### config.mk
export PLATFORM = sky130hd
export DESIGN_NAME = pll_divider_status_select
export DESIGN_NICKNAME = d
export VERILOG_FILES = /design/src/hdl/pll_cfg_pkg.sv /design/src/hdl/feedback_divider.sv /design/src/hdl/status_select.sv /design/src/hdl/pll_divider_status_select.sv
export SDC_FILE = /design/constraint.sdc
export NUM_CORES = 1
export LEC_CHECK = 0
export ABC_AREA = 1
export ABC_CLOCK_PERIOD_IN_PS = 5700
export BUFFER_PORTS_ARGS = -buffer_cell sky130_fd_sc_hd__buf_2
export CORE_MARGIN = 3
export CORE_UTILIZATION = 46
export DETAILED_ROUTE_END_ITERATION = 16
export GPL_ROUTABILITY_DRIVEN = 1
export HOLD_SLACK_MARGIN = 0.05
export PLACE_DENSITY = 0.64
export SETUP_SLACK_MARGIN = 0.1
export SYNTH_ARGS = -nofsm -noshare
export SYNTH_HDL_FRONTEND = slang
export SYNTH_HIERARCHICAL = 1
export SYNTH_SLANG_ARGS = --single-unit
### constraint.sdc
create_clock -name CLK_I -period 5.7 [get_ports CLK_I]
set_input_delay 0.285 -clock CLK_I [delete_from_list [all_inputs] [get_ports CLK_I]]
set_output_delay 0.285 -clock CLK_I [all_outputs]
set_load 0.01 [all_outputs]
### src/hdl/pll_cfg_pkg.sv
package pll_cfg_pkg;

  // Register indices; the byte address on the bus is four times the index.
  localparam logic [5:0] IDX_STATUS_SEL = 6'h07;
  localparam logic [5:0] IDX_FB_CTRL = 6'h16;
  localparam logic [5:0] IDX_SWALLOW = 6'h30;
  localparam logic [5:0] IDX_MAIN_CNT = 6'h31;
  localparam logic [5:0] IDX_REF_DIV = 6'h32;
  localparam logic [5:0] IDX_INPUT_CFG = 6'h33;
  localparam logic [5:0] IDX_STATE = 6'h34;

  // Field positions and widths.
  localparam int SEL_LSB = 2;
  localparam int SEL_W = 6;
  localparam int RESET_ALL_BIT = 4;
  localparam int BYPASS_BIT = 3;
  localparam int PRESC_W = 3;
  localparam int SWALLOW_W = 6;
  localparam int MAIN_W = 13;
  localparam int REF_W = 14;
  localparam int DIFF_BIT = 0;

  // Reset values.
  localparam logic [7:0] STATUS_SEL_RST = 8'h00;
  localparam logic [7:0] FB_CTRL_RST = 8'h00;
  localparam logic [SWALLOW_W-1:0] SWALLOW_RST = 6'h00;
  localparam logic [MAIN_W-1:0] MAIN_CNT_RST = 13'h0001;
  localparam logic [REF_W-1:0] REF_DIV_RST = 14'h0001;
  localparam logic INPUT_CFG_RST = 1'b0;

  // Bus encodings.
  localparam logic [2:0] HSIZE_WORD = 3'h2;

  // Status pin selection codes.
  localparam logic [5:0] SEL_GROUND = 6'h00;
  localparam logic [5:0] SEL_FB_DIV = 6'h01;
  localparam logic [5:0] SEL_REF_DIV = 6'h02;
  localparam logic [5:0] SEL_SWALLOW = 6'h03;
  localparam logic [5:0] SEL_PRESC = 6'h04;
  localparam logic [5:0] SEL_DET_UP = 6'h05;
  localparam logic [5:0] SEL_DET_DOWN = 6'h06;
  localparam logic [5:0] SEL_MON_GROUND = 6'h20;
  localparam logic [5:0] SEL_FIRST_CLK = 6'h21;
  localparam logic [5:0] SEL_SECOND_CLK = 6'h22;
  localparam logic [5:0] SEL_USED_CLK = 6'h23;
  localparam logic [5:0] SEL_SPARE_CLK = 6'h24;
  localparam logic [5:0] SEL_USED_OK = 6'h25;
  localparam logic [5:0] SEL_SPARE_OK = 6'h26;
  localparam logic [5:0] SEL_FIRST_OK = 6'h27;
  localparam logic [5:0] SEL_SECOND_OK = 6'h28;
  localparam logic [5:0] SEL_BOTH_OK = 6'h29;
  localparam logic [5:0] SEL_LOCK_AND = 6'h2A;
  localparam logic [5:0] SEL_VCO_OK = 6'h2B;
  localparam logic [5:0] SEL_REF_IN_USE = 6'h2C;
  localparam logic [5:0] SEL_DIG_LOCK = 6'h2D;
  localparam logic [5:0] SEL_HOLDOVER = 6'h2E;
  localparam logic [5:0] SEL_LOCK_CMP = 6'h2F;
  localparam logic [5:0] SEL_SUPPLY = 6'h30;

  // Base ratio of each prescaler code.
  function automatic logic [5:0] presc_base(input logic [PRESC_W-1:0] code);
    case (code)
      3'h0: presc_base = 6'h01;
      3'h1: presc_base = 6'h02;
      3'h2: presc_base = 6'h02;
      3'h3: presc_base = 6'h04;
      3'h4: presc_base = 6'h08;
      3'h5: presc_base = 6'h10;
      3'h6: presc_base = 6'h20;
      default: presc_base = 6'h03;
    endcase
  endfunction : presc_base

  // Codes 2 to 6 are dual modulus, the rest fixed divide.
  function automatic logic presc_dual(input logic [PRESC_W-1:0] code);
    presc_dual = (code >= 3'h2) && (code <= 3'h6);
  endfunction : presc_dual

endpackage : pll_cfg_pkg

### src/hdl/feedback_divider.sv
`timescale 1ns/10ps
module feedback_divider
  import pll_cfg_pkg::*;
#(
  parameter int SW_W = SWALLOW_W,
  parameter int MN_W = MAIN_W
) (
  // Clock and reset.
  input wire logic clk_i,
  input wire logic reset_i,
  // Control.
  input wire logic tick_i,
  input wire logic hold_i,
  input wire logic [PRESC_W-1:0] presc_code_i,
  input wire logic bypass_i,
  input wire logic [SW_W-1:0] swallow_i,
  input wire logic [MN_W-1:0] main_i,
  // Divider pulses.
  output logic presc_pulse_o,
  output logic swallow_pulse_o,
  output logic fb_pulse_o
);
  logic [5:0] presc_cnt;
  logic [SW_W-1:0] swallow_cnt;
  logic [MN_W-1:0] main_cnt;

  // The extra count is only taken while swallowing, so a zero swallow count never adds one.
  wire dual = presc_dual(presc_code_i);
  wire [5:0] base = presc_base(presc_code_i);
  wire swallowing = dual && (swallow_cnt < swallow_i);
  wire [5:0] modulus = base + {5'h00, swallowing};
  wire presc_end = presc_cnt >= (modulus - 6'h01);
  wire bypass_eff = !dual && bypass_i;
  wire [MN_W-1:0] main_limit = (bypass_eff || main_i == '0) ? MN_W'(1) : main_i;
  wire main_end = main_cnt >= (main_limit - MN_W'(1));

  assign presc_pulse_o = tick_i && presc_end && !hold_i;
  assign fb_pulse_o = presc_pulse_o && main_end;
  assign swallow_pulse_o = presc_pulse_o && swallowing && (swallow_cnt == swallow_i - SW_W'(1));

  // Greater-or-equal ends recover cleanly when software shrinks a ratio mid-count.
  always_ff @(posedge clk_i or posedge reset_i) begin
    if (reset_i) begin
      presc_cnt <= 6'h00;
      main_cnt <= '0;
      swallow_cnt <= '0;
    end else if (hold_i) begin
      presc_cnt <= 6'h00;
      main_cnt <= '0;
      swallow_cnt <= '0;
    end else if (tick_i) begin
      presc_cnt <= presc_end ? 6'h00 : presc_cnt + 6'h01;
      if (presc_pulse_o) begin
        main_cnt <= main_end ? '0 : main_cnt + MN_W'(1);
        swallow_cnt <= fb_pulse_o ? '0 : (swallowing ? swallow_cnt + SW_W'(1) : swallow_cnt);
      end
    end
  end
endmodule : feedback_divider

### src/hdl/status_select.sv
`timescale 1ns/10ps
module status_select
  import pll_cfg_pkg::*;
(
  // Selection.
  input wire logic [SEL_W-1:0] sel_i,
  input wire logic diff_i,
  // Toggling sources.
  input wire logic fb_div_i,
  input wire logic ref_div_i,
  input wire logic swallow_i,
  input wire logic presc_i,
  input wire logic det_up_i,
  input wire logic det_down_i,
  input wire logic first_clk_i,
  input wire logic second_clk_i,
  // Level sources.
  input wire logic ref_sel_i,
  input wire logic first_ok_i,
  input wire logic second_ok_i,
  input wire logic vco_ok_i,
  input wire logic dig_lock_i,
  input wire logic holdover_i,
  input wire logic lock_cmp_i,
  input wire logic supply_i,
  // Selected signal.
  output logic status_o
);
  // In differential mode the pair arrives on the first input and the second is absent.
  wire used_clk = (ref_sel_i && !diff_i) ? second_clk_i : first_clk_i;
  wire spare_clk = !diff_i && (ref_sel_i ? first_clk_i : second_clk_i);
  wire used_ok = (ref_sel_i && !diff_i) ? second_ok_i : first_ok_i;
  wire spare_ok = !diff_i && (ref_sel_i ? first_ok_i : second_ok_i);

  // Every code without a meaning falls to ground.
  assign status_o =
    (sel_i == SEL_FB_DIV) ? fb_div_i :
    (sel_i == SEL_REF_DIV) ? ref_div_i :
    (sel_i == SEL_SWALLOW) ? swallow_i :
    (sel_i == SEL_PRESC) ? presc_i :
    (sel_i == SEL_DET_UP) ? det_up_i :
    (sel_i == SEL_DET_DOWN) ? det_down_i :
    (sel_i == SEL_FIRST_CLK) ? first_clk_i :
    (sel_i == SEL_SECOND_CLK) ? (second_clk_i && !diff_i) :
    (sel_i == SEL_USED_CLK) ? used_clk :
    (sel_i == SEL_SPARE_CLK) ? spare_clk :
    (sel_i == SEL_USED_OK) ? used_ok :
    (sel_i == SEL_SPARE_OK) ? spare_ok :
    (sel_i == SEL_FIRST_OK) ? first_ok_i :
    (sel_i == SEL_SECOND_OK) ? second_ok_i :
    (sel_i == SEL_BOTH_OK) ? (first_ok_i && second_ok_i) :
    (sel_i == SEL_LOCK_AND) ? (dig_lock_i && used_ok && vco_ok_i) :
    (sel_i == SEL_VCO_OK) ? vco_ok_i :
    (sel_i == SEL_REF_IN_USE) ? ref_sel_i :
    (sel_i == SEL_DIG_LOCK) ? dig_lock_i :
    (sel_i == SEL_HOLDOVER) ? holdover_i :
    (sel_i == SEL_LOCK_CMP) ? lock_cmp_i :
    (sel_i == SEL_SUPPLY) ? supply_i :
    1'b0;

endmodule : status_select

### src/hdl/pll_divider_status_select.sv
// Chosen here: register access over AHB-Lite.
`timescale 1ns/10ps
// Behaviour
// - Counter bypass acts only in fixed divide mode.
// - Bypass set makes main counter divide by one.
// - Code 010 divides 2/3, or 2 without swallow.
// - Code 011 divides 4/5, or 4 without swallow.
// - Code 100 divides 8/9, or 8 without swallow.
// - Code 101 divides 16/17, or 16 otherwise.
// - Code 110 divides 32/33, or 32 otherwise.
// - Low-half selector codes without meaning give ground.
// - Codes 1-6 route divider taps and detector pulses.
// - Upper-half codes follow monitor list; 100000 grounds.
// - Code 100001 routes first or differential reference.
// - Code 100010 routes second reference, not differential.
// - Codes 100011/100100 route selected and unselected reference.
// - Codes 100101/100110 give selected and unselected status.
// - Codes 100111-101001 give frequency statuses and their AND.
// - Code 101010 gives lock AND reference AND oscillator.
// - Code 101011 gives oscillator frequency status.
// - Code 101100 shows which reference is in use.
// - Code 101101 gives digital lock flag.
// - Code 101110 gives holdover active level.
// - Code 101111 gives lock detect pin comparator.
module pll_divider_status_select
  import pll_cfg_pkg::*;
(
  // Clock and reset.
  input wire logic CLK_I,
  input wire logic RESET_I,
  // AHB-Lite slave.
  input wire logic HSEL_I,
  input wire logic [31:0] HADDR_I,
  input wire logic [1:0] HTRANS_I,
  input wire logic HWRITE_I,
  input wire logic [2:0] HSIZE_I,
  input wire logic HREADY_I,
  input wire logic [31:0] HWDATA_I,
  output logic [31:0] HRDATA_O,
  output logic HREADYOUT_O,
  output logic HRESP_O,
  // Clock inputs from the loop.
  input wire logic FEEDBACK_CLK_I,
  input wire logic FIRST_REFERENCE_INPUT_I,
  input wire logic SECOND_REFERENCE_INPUT_I,
  // Detector pulses.
  input wire logic PHASE_FREQ_DETECTOR_UP_I,
  input wire logic PHASE_FREQ_DETECTOR_DOWN_I,
  // Monitor levels.
  input wire logic REF_SELECT_I,
  input wire logic FIRST_REF_FREQ_OK_I,
  input wire logic SECOND_REF_FREQ_OK_I,
  input wire logic VCO_FREQ_OK_I,
  input wire logic DIGITAL_LOCK_FLAG_I,
  input wire logic HOLDOVER_I,
  input wire logic LOCK_DETECT_PIN_CMP_I,
  input wire logic PLL_SUPPLY_LEVEL_I,
  // Outputs.
  output logic STATUS_O,
  output logic FEEDBACK_DIV_O,
  output logic REF_DIV_O
);
  import pll_cfg_pkg::*;

  // Positions of the pins in the synchroniser vector.
  localparam int PIN_N = 13;
  localparam int P_FB = 0;
  localparam int P_R1 = 1;
  localparam int P_R2 = 2;
  localparam int P_UP = 3;
  localparam int P_DN = 4;
  localparam int P_RSEL = 5;
  localparam int P_R1OK = 6;
  localparam int P_R2OK = 7;
  localparam int P_VCO = 8;
  localparam int P_DLK = 9;
  localparam int P_HOLD = 10;
  localparam int P_CMP = 11;
  localparam int P_SUP = 12;

  // Software-visible state.
  logic [7:0] status_sel;
  logic [7:0] fb_ctrl;
  logic [SWALLOW_W-1:0] swallow;
  logic [MAIN_W-1:0] main_cnt;
  logic [REF_W-1:0] ref_div;
  logic diff_mode;

  // Bus data phase state.
  logic wr_pend;
  logic [5:0] wr_idx;
  logic [31:0] rd_data;

  // Pin synchronisers and edge history.
  logic [PIN_N-1:0] pin_meta;
  logic [PIN_N-1:0] pin_sync;
  logic [2:0] clk_prev;

  // Reference divider and registered taps.
  logic [REF_W-1:0] ref_cnt;
  logic fb_q;
  logic ref_q;
  logic swallow_q;
  logic presc_q;
  logic status_q;

  // Pins come from other clock domains; only the second stage is ever read.
  wire [PIN_N-1:0] pin_raw = {
    PLL_SUPPLY_LEVEL_I,
    LOCK_DETECT_PIN_CMP_I,
    HOLDOVER_I,
    DIGITAL_LOCK_FLAG_I,
    VCO_FREQ_OK_I,
    SECOND_REF_FREQ_OK_I,
    FIRST_REF_FREQ_OK_I,
    REF_SELECT_I,
    PHASE_FREQ_DETECTOR_DOWN_I,
    PHASE_FREQ_DETECTOR_UP_I,
    SECOND_REFERENCE_INPUT_I,
    FIRST_REFERENCE_INPUT_I,
    FEEDBACK_CLK_I
  };

  always_ff @(posedge CLK_I or posedge RESET_I) begin
    if (RESET_I) begin
      pin_meta <= '0;
      pin_sync <= '0;
      clk_prev <= 3'h0;
    end else begin
      pin_meta <= pin_raw;
      pin_sync <= pin_meta;
      clk_prev <= pin_sync[P_R2:P_FB];
    end
  end

  // Named views of the synchronised pins.
  wire fb_s = pin_sync[P_FB];
  wire r1_s = pin_sync[P_R1];
  wire r2_s = pin_sync[P_R2];
  wire rsel_s = pin_sync[P_RSEL];
  wire r1ok_s = pin_sync[P_R1OK];
  wire r2ok_s = pin_sync[P_R2OK];
  wire vco_s = pin_sync[P_VCO];
  wire dlk_s = pin_sync[P_DLK];
  wire hold_s = pin_sync[P_HOLD];

  // Rising edges; inputs must stay below half the bus clock to be seen.
  wire fb_tick = fb_s && !clk_prev[P_FB];
  wire r1_tick = r1_s && !clk_prev[P_R1];
  wire r2_tick = r2_s && !clk_prev[P_R2];
  wire use_second = rsel_s && !diff_mode;
  wire ref_tick = use_second ? r2_tick : r1_tick;

  // Address phase decode; only whole-word accesses below 0x100 hit a register.
  wire addr_phase = HSEL_I && HREADY_I && HTRANS_I[1];
  wire addr_mapped = (HADDR_I[31:8] == 24'h0000_00) && (HSIZE_I == HSIZE_WORD);
  wire [5:0] addr_idx = HADDR_I[7:2];

  // Data phase write strobes per register.
  wire wr_sel = wr_pend && (wr_idx == IDX_STATUS_SEL);
  wire wr_fb = wr_pend && (wr_idx == IDX_FB_CTRL);
  wire wr_sw = wr_pend && (wr_idx == IDX_SWALLOW);
  wire wr_main = wr_pend && (wr_idx == IDX_MAIN_CNT);
  wire wr_ref = wr_pend && (wr_idx == IDX_REF_DIV);
  wire wr_cfg = wr_pend && (wr_idx == IDX_INPUT_CFG);

  // Next values also feed the read path, so a read right after a write sees new data.
  wire [7:0] next_status_sel = wr_sel ? HWDATA_I[7:0] : status_sel;
  wire [7:0] next_fb_ctrl = wr_fb ? {3'h0, HWDATA_I[4:0]} : fb_ctrl;
  wire [SWALLOW_W-1:0] next_swallow = wr_sw ? HWDATA_I[SWALLOW_W-1:0] : swallow;
  wire [MAIN_W-1:0] next_main_cnt = wr_main ? HWDATA_I[MAIN_W-1:0] : main_cnt;
  wire [REF_W-1:0] next_ref_div = wr_ref ? HWDATA_I[REF_W-1:0] : ref_div;
  wire next_diff_mode = wr_cfg ? HWDATA_I[DIFF_BIT] : diff_mode;

  // Live state word: pin level, differential mode and six of the monitored levels.
  wire [31:0] state_word = {24'h0000_00, hold_s, dlk_s, rsel_s, vco_s, r2ok_s, r1ok_s,
                            diff_mode, status_q};

  // Read selection; unmapped addresses read as zero.
  wire [31:0] next_rd_word =
    !addr_mapped ? 32'h0000_0000 :
    (addr_idx == IDX_STATUS_SEL) ? {24'h0000_00, next_status_sel} :
    (addr_idx == IDX_FB_CTRL) ? {24'h0000_00, next_fb_ctrl} :
    (addr_idx == IDX_SWALLOW) ? {26'h000_0000, next_swallow} :
    (addr_idx == IDX_MAIN_CNT) ? {19'h0_0000, next_main_cnt} :
    (addr_idx == IDX_REF_DIV) ? {18'h0_0000, next_ref_div} :
    (addr_idx == IDX_INPUT_CFG) ? {31'h0000_0000, next_diff_mode} :
    (addr_idx == IDX_STATE) ? state_word :
    32'h0000_0000;

  // Zero wait states, always OKAY.
  assign HREADYOUT_O = 1'b1;
  assign HRESP_O = 1'b0;
  assign HRDATA_O = rd_data;

  // Bus phase pipeline.
  always_ff @(posedge CLK_I or posedge RESET_I) begin
    if (RESET_I) begin
      wr_pend <= 1'b0;
      wr_idx <= 6'h00;
      rd_data <= 32'h0000_0000;
    end else begin
      wr_pend <= addr_phase && HWRITE_I && addr_mapped;
      wr_idx <= addr_idx;
      if (addr_phase && !HWRITE_I) begin
        rd_data <= next_rd_word;
      end
    end
  end

  // Configuration registers.
  always_ff @(posedge CLK_I or posedge RESET_I) begin
    if (RESET_I) begin
      status_sel <= STATUS_SEL_RST;
      fb_ctrl <= FB_CTRL_RST;
      swallow <= SWALLOW_RST;
      main_cnt <= MAIN_CNT_RST;
      ref_div <= REF_DIV_RST;
      diff_mode <= INPUT_CFG_RST;
    end else begin
      status_sel <= next_status_sel;
      fb_ctrl <= next_fb_ctrl;
      swallow <= next_swallow;
      main_cnt <= next_main_cnt;
      ref_div <= next_ref_div;
      diff_mode <= next_diff_mode;
    end
  end

  // Control fields.
  wire hold_all = fb_ctrl[RESET_ALL_BIT];
  wire bypass = fb_ctrl[BYPASS_BIT];
  wire [PRESC_W-1:0] presc_code = fb_ctrl[PRESC_W-1:0];
  wire [SEL_W-1:0] sel_code = status_sel[SEL_LSB +: SEL_W];

  // Feedback path: prescaler, swallow and main counters.
  wire presc_pulse;
  wire swallow_pulse;
  wire fb_pulse;

  feedback_divider #(
    .SW_W(SWALLOW_W),
    .MN_W(MAIN_W)
  ) u_feedback (
    .clk_i(CLK_I),
    .reset_i(RESET_I),
    .tick_i(fb_tick),
    .hold_i(hold_all),
    .presc_code_i(presc_code),
    .bypass_i(bypass),
    .swallow_i(swallow),
    .main_i(main_cnt),
    .presc_pulse_o(presc_pulse),
    .swallow_pulse_o(swallow_pulse),
    .fb_pulse_o(fb_pulse)
  );

  // Reference divider; a ratio of zero behaves as one.
  wire [REF_W-1:0] ref_limit = (ref_div == '0) ? REF_W'(1) : ref_div;
  wire ref_end = ref_cnt >= (ref_limit - REF_W'(1));
  wire ref_pulse = ref_tick && ref_end && !hold_all;

  always_ff @(posedge CLK_I or posedge RESET_I) begin
    if (RESET_I) begin
      ref_cnt <= '0;
    end else if (hold_all) begin
      ref_cnt <= '0;
    end else if (ref_tick) begin
      ref_cnt <= ref_end ? '0 : ref_cnt + REF_W'(1);
    end
  end

  // Status pin multiplexer.
  wire status_next;

  status_select u_status (
    .sel_i(sel_code),
    .diff_i(diff_mode),
    .fb_div_i(fb_q),
    .ref_div_i(ref_q),
    .swallow_i(swallow_q),
    .presc_i(presc_q),
    .det_up_i(pin_sync[P_UP]),
    .det_down_i(pin_sync[P_DN]),
    .first_clk_i(r1_s),
    .second_clk_i(r2_s),
    .ref_sel_i(rsel_s),
    .first_ok_i(r1ok_s),
    .second_ok_i(r2ok_s),
    .vco_ok_i(vco_s),
    .dig_lock_i(dlk_s),
    .holdover_i(hold_s),
    .lock_cmp_i(pin_sync[P_CMP]),
    .supply_i(pin_sync[P_SUP]),
    .status_o(status_next)
  );

  // Registered pins so no decode glitch reaches the board.
  always_ff @(posedge CLK_I or posedge RESET_I) begin
    if (RESET_I) begin
      fb_q <= 1'b0;
      ref_q <= 1'b0;
      swallow_q <= 1'b0;
      presc_q <= 1'b0;
      status_q <= 1'b0;
    end else begin
      fb_q <= fb_pulse;
      ref_q <= ref_pulse;
      swallow_q <= swallow_pulse;
      presc_q <= presc_pulse;
      status_q <= status_next;
    end
  end

  assign STATUS_O = status_q;
  assign FEEDBACK_DIV_O = fb_q;
  assign REF_DIV_O = ref_q;
endmodule : pll_divider_status_select

Word level (Yosys, flattened, before mapping)

Index checks and enable logic that the tools add are counted.

Logic and storage cells: 189
Register bits: 162
Input bits: 87
Output and inout bits: 37

Eq/ne operators: 43
Multiplexer cells: 59
$lt $le $gt $ge: 6
Reductions and logical operators: 51
Add/subtract/negate cells: 9

Operator list:

| cell                                               | count |
|---|---|
| 2-to-1 mux 14 bit                                  | 11 |
| == test 6 bit, second input constant               | 25 |
| 2-to-1 mux 13 bit                                  | 6 |
| 2-to-1 mux 6 bit                                   | 9 |
| one-hot mux 6 bit (6 select lines)                 | 1 |
| logical AND 1 bit                                  | 32 |
| 2-to-1 mux 8 bit                                   | 4 |
| == test 6 x 3 -> 1 bit, second input constant      | 5 |
| 2-to-1 mux 1 bit                                   | 28 |
| logical NOT 24 bit                                 | 1 |
| adder 14 x 1 -> 14 bit, second input constant      | 1 |
| greater-or-equal comparator 14 bit                 | 1 |
| logical NOT 14 bit                                 | 1 |
| subtractor 14 x 1 -> 14 bit, second input constant | 1 |
| adder 13 x 1 -> 13 bit, second input constant      | 1 |
| greater-or-equal comparator 13 bit                 | 1 |
| logical NOT 13 bit                                 | 1 |
| subtractor 13 x 1 -> 13 bit, second input constant | 1 |
| adder 6 x 1 -> 6 bit, second input constant        | 2 |
| == test 6 x 2 -> 1 bit, second input constant      | 2 |
| == test 6 x 5 -> 1 bit, second input constant      | 2 |
| subtractor 6 x 1 -> 6 bit, second input constant   | 2 |
| == test 3 x 2 -> 1 bit, second input constant      | 3 |
| == test 3 bit, second input constant               | 3 |
| other kinds (16)                                   | 24 |

Logic depth before layout (Yosys ltp)

Gate-level depths: netlist (run 1).

Depth in word-level cells: 23
Gate-level depth with buffers: 25
Depth with buffers taken out: 25

By module

Netlist (run 1), hierarchy kept.

Modules (own cells, without submodules):

| module                    | cells each | seq. area each (um^2) | times used | area each (um^2) |
|---|---|---|---|---|
| pll_divider_status_select | 725        | 2,980.4               | 1          | 5,955.7 |
| feedback_divider          | 389        | 625.6                 | 1          | 2,737.6 |
| status_select             | 93         | 0.0                   | 1          | 444.2 |

Worst setup path after synthesis (run 1)

Ideal clock, no wire load.

Path type: reg-to-reg
From: register swallow[3]
To: register u_feedback.swallow_cnt[0]
Data required time: 5.634 ns
Arrival: 3.055 ns
Buffers on the path: 0
Setup time: 0.066 ns
Clock period less this slack: 3.121 ns
Slack: 2.579 ns
Cell stages (with the launch flop): 20
Cell sequence: dfrtp_1 -> inv_1 -> ha_1 -> a21oi_1 -> or2_2 -> nand3_1 -> nor2_2 -> inv_2 -> ha_1 -> ha_1 -> nor3_1 -> a31oi_1 -> ha_1 -> nand2_1 -> inv_1 -> a21oi_1 -> a21oi_1 -> a21oi_1 -> nand4_1 -> nand2_1

Cells in the longest elaborated chain, start to end: 12
Elaborated cells on any way between the ends: 15
Those cells by class: add/sub (2); order compare (2); mux (4); reduce/logical (7)

RTL lines:

| what                                | line                             | RTL |
|---|---|---|
| start, declared                     | pll_divider_status_select.sv:84  | `logic [SWALLOW_W-1:0] swallow;` |
| start signal, assigned              | pll_divider_status_select.sv:223 | `swallow <= next_swallow;` |
| less-than comparator 6 bit *        | feedback_divider.sv:30           | `wire swallowing = dual && (swallow_cnt < swallow_i);` |
| logical AND 1 bit *                 | feedback_divider.sv:30           |  |
| adder 6 x 1 -> 6 bit *              | feedback_divider.sv:31           | `wire [5:0] modulus = base + {5'h00, swallowing};` |
| subtractor 6 x 1 -> 6 bit *         | feedback_divider.sv:32           | `wire presc_end = presc_cnt >= (modulus - 6'h01);` |
| greater-or-equal comparator 6 bit * | feedback_divider.sv:32           |  |
| logical AND 1 bit * (2 in a row)    | feedback_divider.sv:37           | `assign presc_pulse_o = tick_i && presc_end && !hold_i;` |
| net presc_pulse                     | pll_divider_status_select.sv:237 | `wire presc_pulse;` |
| logical AND 1 bit                   | feedback_divider.sv:38           | `assign fb_pulse_o = presc_pulse_o && main_end;` |
| 2-to-1 mux 6 bit                    | feedback_divider.sv:55           | `swallow_cnt <= fb_pulse_o ? '0 : (swallowing ? swallow_cnt + SW_W'(1) : swallow_cnt);` |
| 2-to-1 mux 6 bit                    | feedback_divider.sv:53           | `if (presc_pulse_o) begin` |
| 2-to-1 mux 6 bit                    | feedback_divider.sv:51           | `end else if (tick_i) begin` |
| 2-to-1 mux 6 bit                    | feedback_divider.sv:47           | `end else if (hold_i) begin` |
| end signal, assigned                | feedback_divider.sv:55           |  |
| end, declared                       | feedback_divider.sv:24           | `logic [SW_W-1:0] swallow_cnt;` |

The timed path passes the listed nets; every way through them passes the cells marked *. The select of a mux whose other input is x is not followed.
A chain may end at the register's enable or synchronous reset.

Worst setup path in the final report (run 1)

From: register swallow[5]
To: register u_feedback.presc_cnt[4]

Cells in the longest elaborated chain, start to end: 8

RTL lines:

| what                              | line                   | RTL |
|---|---|---|
| less-than comparator 6 bit        | feedback_divider.sv:30 |  |
| logical AND 1 bit                 | feedback_divider.sv:30 |  |
| adder 6 x 1 -> 6 bit              | feedback_divider.sv:31 |  |
| subtractor 6 x 1 -> 6 bit         | feedback_divider.sv:32 |  |
| greater-or-equal comparator 6 bit | feedback_divider.sv:32 |  |
| 2-to-1 mux 6 bit                  | feedback_divider.sv:52 | `presc_cnt <= presc_end ? 6'h00 : presc_cnt + 6'h01;` |
| 2-to-1 mux 6 bit                  | feedback_divider.sv:51 |  |
| 2-to-1 mux 6 bit                  | feedback_divider.sv:47 |  |
| end signal, assigned              | feedback_divider.sv:52 |  |
| end, declared                     | feedback_divider.sv:23 | `logic [5:0] presc_cnt;` |

Every way passes these cells. The select of a mux whose other input is x is not followed.

==> results of run 1 <==
==> report_power, final <==
| group | switching [W] | internal [W] |
|---|---|---|
| clock | 0.000534 | 0.000595 |
| combinational | 0.0000634 | 0.0000355 |
| sequential | 0.00000918 | 0.00104 |
| total | 0.000607 | 0.00167 |
==> critical path, delay by kind of cell, from the launching register on <==
| kind | cells | cell delay, ps |
|---|---|---|
| fa+ha+maj | 4 | 1110 |
| simple gates | 9 | 1220 |
| flops | 1 | 440 |
| compound gates | 5 | 560 |
| buf+inv | 4 | 430 |
==> final cells by class <==
type,count,area share (%)
timing repair buffer,102,5.810
tap,260,3.108
inverter,155,5.631
clock buffer,17,4.065
multi-input combinational,885,45.20
sequential,144,34.45
clock inverter,15,1.733
==> worst paths after layout <==
kind | startpoint | cells past startpoint | end
worst min-delay path | RESET_I | 2 | ref_div[3]
max in group asynchronous | RESET_I | 3 | wr_pend
worst max register to register | swallow[5] | 22 | u_feedback/presc_cnt[4]
min in group CLK_I | HWDATA_I[13] | 2 | ref_div[13]
worst max-delay path | swallow[5] | 22 | u_feedback/presc_cnt[4]
worst min register to register | pin_meta[0] | 0 | pin_sync[0]
==> per-stage QoR <==
step / cell area (sq um) / instances
global route: 10470 / 1578
floorplan: 9205 / 1225
detailed placement: 9669 / 1527
CTS: 10470 / 1578
finish: 10470 / 1578
global placement: 9669 / 1527
==> sequential cells by signal, summed over array words and instances (netlist names), 3 cells and up <==
name / count
HRDATA_O: 14
ref_cnt: 14
ref_div: 14
main_cnt: 13
pin_meta: 13
pin_sync: 13
u_feedback/main_cnt: 13
fb_ctrl: 8
status_sel: 8
swallow: 6
u_feedback/presc_cnt: 6
u_feedback/swallow_cnt: 6
wr_idx: 6
clk_prev: 3
==> cell families (layout without fill, tap and decap cells) <==
| group | after synthesis | count (layout) | synth area share (%) |
|---|---|---|---|
| other | 2 | 20 | 0.08219 |
| buffers and inverters | 196 | 289 | 9.503 |
| muxes | 1 | 1 | 0.1232 |
| DFF | 144 | 144 | 39.46 |
| AOI/OAI and AO/OA | 106 | 106 | 6.751 |
| and+or+nand+nor | 661 | 661 | 32.81 |
| xor gates and xnor gates | 49 | 49 | 4.697 |
| adders and majority gates | 48 | 48 | 6.573 |
==> Yosys cell counts, types with 2 or more instances <==
library cell / number / share of area (%)
sky130_fd_sc_hd__xnor2_1: 8 / 0.77
sky130_fd_sc_hd__buf_2: 11 / 0.60
sky130_fd_sc_hd__nand3_2: 6 / 0.66
sky130_fd_sc_hd__o21ai_2: 7 / 0.67
sky130_fd_sc_hd__nand4_1: 28 / 1.9
sky130_fd_sc_hd__nor2_2: 12 / 0.82
sky130_fd_sc_hd__nor2_1: 120 / 4.9
sky130_fd_sc_hd__and2_1: 7 / 0.48
sky130_fd_sc_hd__o21ai_1: 20 / 1.1
sky130_fd_sc_hd__nand2_4: 5 / 0.62
sky130_fd_sc_hd__nor3_1: 9 / 0.49
sky130_fd_sc_hd__inv_1: 146 / 6.0
sky130_fd_sc_hd__or2_0: 5 / 0.34
sky130_fd_sc_hd__nor2_4: 5 / 0.62
sky130_fd_sc_hd__nand3b_1: 7 / 0.58
sky130_fd_sc_hd__dfrtp_1: 142 / 39
sky130_fd_sc_hd__dfstp_2: 2 / 0.58
sky130_fd_sc_hd__a21oi_2: 4 / 0.38
sky130_fd_sc_hd__buf_6: 4 / 0.49
sky130_fd_sc_hd__nand2_1: 348 / 14
sky130_fd_sc_hd__inv_2: 8 / 0.33
sky130_fd_sc_hd__o211ai_1: 8 / 0.66
sky130_fd_sc_hd__buf_4: 22 / 1.8
sky130_fd_sc_hd__nand3_1: 84 / 4.6
sky130_fd_sc_hd__o22ai_1: 7 / 0.48
sky130_fd_sc_hd__clkbuf_1: 3 / 0.12
sky130_fd_sc_hd__conb_1: 2 / 0.082
sky130_fd_sc_hd__nand2_2: 5 / 0.34
sky130_fd_sc_hd__nor4_1: 4 / 0.27
sky130_fd_sc_hd__nor3_2: 5 / 0.55
sky130_fd_sc_hd__xor2_1: 41 / 3.9
sky130_fd_sc_hd__a21oi_1: 21 / 1.2
sky130_fd_sc_hd__ha_1: 48 / 6.6
sky130_fd_sc_hd__or2_1: 2 / 0.14
sky130_fd_sc_hd__o21ai_0: 34 / 1.9
==> per-layer routing <==
| metal | wire length [microns] | part of all wire (%) | GRT usage (%) |
|---|---|---|---|
| met2 | 9778 | 46 | 33.33 |
| met4 | 397 | 1.8 | 6.524 |
| met5 | 0 | 0 | 0 |
| met1 | 10360 | 48 | 29.22 |
| met3 | 923 | 4.3 | 2.930 |
==> cells in the final DEF, fill, tap and decap left out, drive strengths merged, types with 14 or more instances in the layout <==
cell type / netlist / final
dfrtp: 142 / 142
o21ai: 61 / 61
nor3: 14 / 14
ha: 48 / 48
dlygate4sd3: 0 / 19
clkbuf: 4 / 17
buf: 37 / 83
a21oi: 25 / 25
inv: 155 / 163
conb: 2 / 20
nor2: 137 / 137
nand3: 91 / 91
xor2: 41 / 41
nand2: 358 / 358
nand4: 29 / 29
==> metrics list, run 1 <==
- Post-CTS repair changed the size of 0 cells.
* Number of core rows: 50
- Overall power consumption: 0.002273 W
- Wire length per cell after detailed routing: about 14 microns
- Final Hold Vio Count: 0
- The worst setup path is launched from a flop.
- The first global-routing pass estimated 36.83 mm of wire.
* Worst hold slack: approximately 63 ps
- The synthesized design contains 144 register bits.
- Sequential Area: about 3600 sq um
* TritonCTS clock tree: built
- The congestion estimate from routability-driven global placement came to 0.8760.
- After synthesis, flip-flops and latches occupy 39.46% of the total area.
- After layout, the worst path uses between 60 and 70% of the clock period.
- For this design the top-level I/O count stands at 124.
- Timing-limited maximum frequency: ~0.26 GHz
- VDD sags by at most 0.1975 mV.
- Total of buffers placed on input and output ports: just over 80
- Internal reg-to-reg setup slack: 1860 ps
- Worst stage delay on the critical path: approximately 440 ps
- The initial utilization of the core area, before any placement, comes to between 40% and 50%.
* Syn_area_per_cell: between 7 and 8 sq um
- Routed wire length: between 20 and 25 mm
- After synthesis, the share of flip-flops with an asynchronous set or reset is 100.0%.
* Number of instances in the synthesized netlist: 1207
- Clock tree synthesis inserted a total of 17 buffers.
- Type of the worst min-delay path: in -> async
- Counting flops with a built-in enable in the synthesized netlist gives 0.
- Cell at the slowest stage of the critical path: sky130_fd_sc_hd__dfrtp_1
- Final sum of negative setup slack: 0 ps
- The total count of max-transition violations in the final report was 0.
- Power per Cell Area: about 220 nW/um^2
* Util after Layout: a little over half
* Most frequently used flop master after synthesis: sky130_fd_sc_hd__dfrtp_1
* Number of clock sinks: 144
- The pre-antenna-repair detailed-routing pass consisted of 5 iterations.
* Number of design rule violations left after detail routing: 0
- The worst pin sits at a relative slew slack of between 20 and 30%.
* Cell area after synthesis: 9138 sq um
- Post-CTS setup-driven buffer insertion count: 0
- Reported max-cap violation count: 0
* Run status: completed
- The count of nets left with antenna violations once routing finished came out at 0.
- Max Clock Skew: 10.09 ps
* Synth unique cells: between 50 and 60
- The post-route netlist has 13.88% of its cells at a drive strength greater than 1.
- Area of the multi-input gates: 4731 sq um
* P_leak: 5.451 nW
* Final setup violation count: 0
- Die Y-Extent: 146.9 microns
- The smallest clock period supported by the final layout is computed as roughly 3800 ps.
* Layout-stage area growth over the synthesis result: 14.54%
* Vias in the first global route: roughly 7600
* Total number of H-tree levels: 4
- STA puts the critical path data required time at 6050 ps.
- The final route contains between 7000 and 8000 vias.
- The repair_antennas step left the layout with diodes totalling 0.
- The final layout contains about 1400 nets.
- Crit-path cells: inv_1, ha_1, nand2_1, nor2_1, o21ai_0, nand3_1, nor2_2, inv_2, ha_1, ha_1, nor3_1, a31oi_1, ha_1, nand2_1, inv_1, a21oi_1, nand2_1, nand2_1, nand2_2, inv_1, o21ai_1, a2bb2oi_1
- CTS hold repair buffers: 19
- The die is about 150 microns wide.
- In the routed layout, each cell is associated on average with a via count of 4.992.
* Clock tree buffer depth: 2
- Warning count from the yosys run: 6
- Setup repair after global routing left no endpoint under its margin.
- Worst skew pair latency: 430 ps
- The initial antenna violation count came to 0.
- Global routing finished with a remaining overflow of 0.
- Die ar.: between 20000 and 25000 sq um
- STA classifies the critical path endpoint as a flop.
- Total global-route track usage: 20.75%
* Crit path DAT: 4190 ps
- OpenSTA, run right after detailed placement, puts the worst setup slack at 1867 ps.
- Number of fill cells in the layout: 1795
- Final WS setup: 1865 ps
- After legalization and detailed placement, the total HPWL measured 16.08 mm.
* Clock slew at the register clock pins of the worst setup and hold paths: approximately 70 ps
- Critical-path maximum fanout: 19
- Transition time at the pin with the least slew margin: between 1000 and 1500 ps
* Type of the setup path with the least slack: reg -> reg
* Core outline area: between 15000 and 20000 sq um
- CTS placed an instance of sky130_fd_sc_hd__clkbuf_16 at the clock tree root.
* Largest net degree at the start of global routing: 68
* Starting DRC count in detailed routing: between 400 and 500
Note: power is estimated with default switching activity, not from simulation.
==> inputs of run 2 (changes only) <==
--- a/config.mk
+++ b/config.mk
@@ -6,7 +6,7 @@
 export NUM_CORES = 1
 export LEC_CHECK = 0
 export ABC_AREA = 1
-export ABC_CLOCK_PERIOD_IN_PS = 5700
+export ABC_CLOCK_PERIOD_IN_PS = 3800
 export BUFFER_PORTS_ARGS = -buffer_cell sky130_fd_sc_hd__buf_2
 export CORE_MARGIN = 3
 export CORE_UTILIZATION = 46
==> constraint.sdc (replaced) <==
create_clock -name CLK_I -period 3.8 [get_ports CLK_I]
set_input_delay 0.19 -clock CLK_I [delete_from_list [all_inputs] [get_ports CLK_I]]
set_output_delay 0.19 -clock CLK_I [all_outputs]
set_load 0.01 [all_outputs]
==> run 2 against run 1 <==
  * Die area is the same
  * Count of clock-buffer cells in the layout unchanged
  * Non-clock buffer count rose by 21
  * Register-to-register slack lost 1500 ps
  * Cell area is 2.1% higher
  * Sequential power increased by 51%
  * Wire length decreased by 0.21%
  * Combinational power increased by 60%
  * Worst hold slack improved by 6.5 ps
  * First-iteration DRC count is 3.9% higher
  * Via count fell by 0.11%
  * Fmax increased by 12%
  * Critical endpoint is now u_feedback/swallow_cnt[2]
  * Largest cell class unchanged
==> metrics list, run 2 (same netlist as run 1, synthesis figures left out) <==
- Run status: completed
- Worst hold slack: 69.03 ps
- Final setup violation count: 0
- Detailed route wirelength on metal2: 9.751 mm
* Die ar.: 21590 sq um
* Layout cell share with drive strength beyond 1: approximately 15%
- The cell family contributing the most delay on the critical path is simple AND/OR/NAND/NOR gates.
- Worst skew pair latency: around 430 ps
- Using the TritonRoute via totals, the vias-per-cell ratio works out to 4.921.
- The worst pin sits at a relative slew slack of 35.14%.
- The library cell used most frequently in the layout, excluding fill and tap cells, is sky130_fd_sc_hd__nand2_1.
- Number of design rule violations left after detail routing: 0
- Die Y-Extent: 146.9 microns
- Among the stages of the critical path, the cell type that occurs most often is sky130_fd_sc_hd__nand2_1.
- Global routing finished with a remaining overflow of 0.
- Initial Utilization: between 40% and 50%
* Routed wire length on met3: 901 microns
- In this run, CTS created clock tree buffers numbering 17.
* Path length in cells of the critical path: 25
* TritonCTS clock tree: built
* Net total in the final layout: 1461
* Global placer's final weighted congestion: 0.8800
- Detailed-route via count: 7868
- Clock-pin slew was measured on the worst setup and hold paths at 70 ps.
- The top cell types in the final layout, fill and taps aside, are sky130_fd_sc_hd__nand2_1, sky130_fd_sc_hd__inv_1, sky130_fd_sc_hd__dfrtp_1, sky130_fd_sc_hd__nor2_1, sky130_fd_sc_hd__nand3_1.
- Number of antenna cells inserted: 0
- Boundary pin count: about 120
- The clock drives 144 sinks.
- Max-slew violation total from the final report: 0
- Of all nets on the critical path, the largest fanout is 8.
* Worst R2R Path Depth: 25
- Number of core rows: 50
- Transition time at the pin with the least slew margin: 969.3 ps
- For this run, the slowest stage of the critical path takes 470 ps.
* Minimum period implied by the final worst setup slack: 3414 ps
* Required time worst endpoint: 4110 ps
- Cell at the slowest stage of the critical path: sky130_fd_sc_hd__dfrtp_1
- Sum of routed wire segments on met1: 10.41 mm
- Global routing used 20.22% of the available tracks across all layers.
* Count of TritonRoute iterations in the first routing pass: 5
* Starting DRC count in detailed routing: 479
- The longest clock path from root to sink contains 2 buffers.
* Period Utilization, post-route: 89.84%
- Entering global routing, the biggest net connects 68 pins.
- Final sum of negative setup slack: 0 ps
- In this run the critical register-to-register path is launched from main_cnt[7].
* Terminus of the critical flop-to-flop path: u_feedback/swallow_cnt[2]
* Die X: 146.9 microns
* Type of the setup path with the least slack: reg -> reg
* Type of the worst min-delay path: in -> reg
- The number of global-route vias before repair came to 7303.
* Total number of H-tree levels: 4
- Final Hold Vio Count: 0
- Total of buffers placed on input and output ports: between 80 and 90
- Across the routed clock network, the largest skew measured is 8.474 ps.
* Reported max-cap violation count: 0
* Endpoint class of the critical path: flop
* Routed wire length: approximately 21 mm
* Number of placed instances, taps included: 1535
* Wire length per cell after detailed routing: 13.39 microns
- Core outline area: ~19000 sq um
- Routed Antenna Nets: 0
* Overall power consumption: 0.003413 W
* Internal reg-to-reg setup slack: slightly below 400 ps
- Initial antenna violation count: 0
* Global-route wire length before repair: 35.72 mm
- Timing-limited maximum frequency: just under 0.3 GHz
* Critical Path Source: main_cnt[7]
* Crit path DAT: ~3700 ps
- For this design the ratio of total power to cell area is 319.3 nW/um^2.
* Detail Placement HPWL: 16.04 mm
- Peak supply drop: 0.3212 mV
- Fin cells: roughly 1600
- DR top layer: met4
- Unrepaired setup endpoints after global routing: yes
* Critical path endpoint: u_feedback/swallow_cnt[2]
* P_leak: 5.546 nW
- Layout-stage area growth over the synthesis result: 16.97%
* Startpoint kind of the worst setup timing path: flop
- The tree is rooted in a sky130_fd_sc_hd__clkbuf_16.
- Worst Path Buf+Inv: 2
-- run 2: how the worst min path moves through the flow --
stage,from,end,slack (ps),cells past startpoint
after global routing,HWDATA_I[4],ref_div[4],70,3
after CTS,HWDATA_I[1],ref_div[1],50,3
final,HWDATA_I[1],ref_div[1],70,3
after floorplan,RESET_I,u_feedback/main_cnt[0],220,1
after global placement,FIRST_REF_FREQ_OK_I,pin_meta[6],300,1
after detailed placement,VCO_FREQ_OK_I,pin_meta[8],300,1
-- run 2: where the power goes --
part / switching, W / internal [W] / total [W]
combinational: 0.0000971 / 0.0000610 / 0.000158
sequential: 0.0000135 / 0.00155 / 0.00157
clock: 0.000794 / 0.000894 / 0.00169
-- run 2: area by class of cell --
class,count,area (sq um)
clock buffers,17,425.4
clock inverters,15,185.2
fillers,1769,8393
inverters,155,589.3
multi-input cells,885,4753
flip-flops and latches,144,3608
well taps,260,325.3
repair buffers,123,800.8
-- run 2: per-layer routing --
metal	up-vias	track usage [%]
li1	4069	-
met1	3586	28.52
met2	190	31.85
met3	23	4.257
met4	0	5.359
met5	-	0
-- run 2: what timing repair did --
item,in CTS,in global routing
setup endpoints to repair,0,35
endpoints found under the hold margin,117,0
gates resized for setup,0,11
hold buffers,28,0
buffers inserted,0,4
-- run 2: worst register-to-register path, stage by stage, from the launching register on --
cell	delay, ps
sky130_fd_sc_hd__dfrtp_1	470
sky130_fd_sc_hd__nor2_4	200
sky130_fd_sc_hd__nand3_2	100
sky130_fd_sc_hd__nor2_4	110
sky130_fd_sc_hd__nand2_4	80
sky130_fd_sc_hd__nand2_4	130
sky130_fd_sc_hd__inv_6	60
sky130_fd_sc_hd__nand2_1	60
sky130_fd_sc_hd__ha_1	240
sky130_fd_sc_hd__nand3_4	110
sky130_fd_sc_hd__nor2_4	160
sky130_fd_sc_hd__nand2_1	60
sky130_fd_sc_hd__nand2_1	70
sky130_fd_sc_hd__nand2_1	50
sky130_fd_sc_hd__ha_1	290
sky130_fd_sc_hd__nand2_1	70
sky130_fd_sc_hd__nor2_1	160
sky130_fd_sc_hd__inv_1	60
sky130_fd_sc_hd__nor2_1	90
sky130_fd_sc_hd__nand2_1	50
sky130_fd_sc_hd__nand2_1	170
sky130_fd_sc_hd__nand2_1	100
sky130_fd_sc_hd__nand3_1	80
sky130_fd_sc_hd__nand2_1	150
sky130_fd_sc_hd__nand2_1	110
sky130_fd_sc_hd__nand2_1	60
-- run 2: per-stage QoR --
stage	instance area (sq um)	setup WS, ps	util, %
floorplan	9205	455.8	-
global placement	9742	351.7	51.06
detailed placement	9742	310.5	51.06
CTS	10630	258.3	55.72
global route	10690	35.51	56.01
finish	10690	385.9	56.01
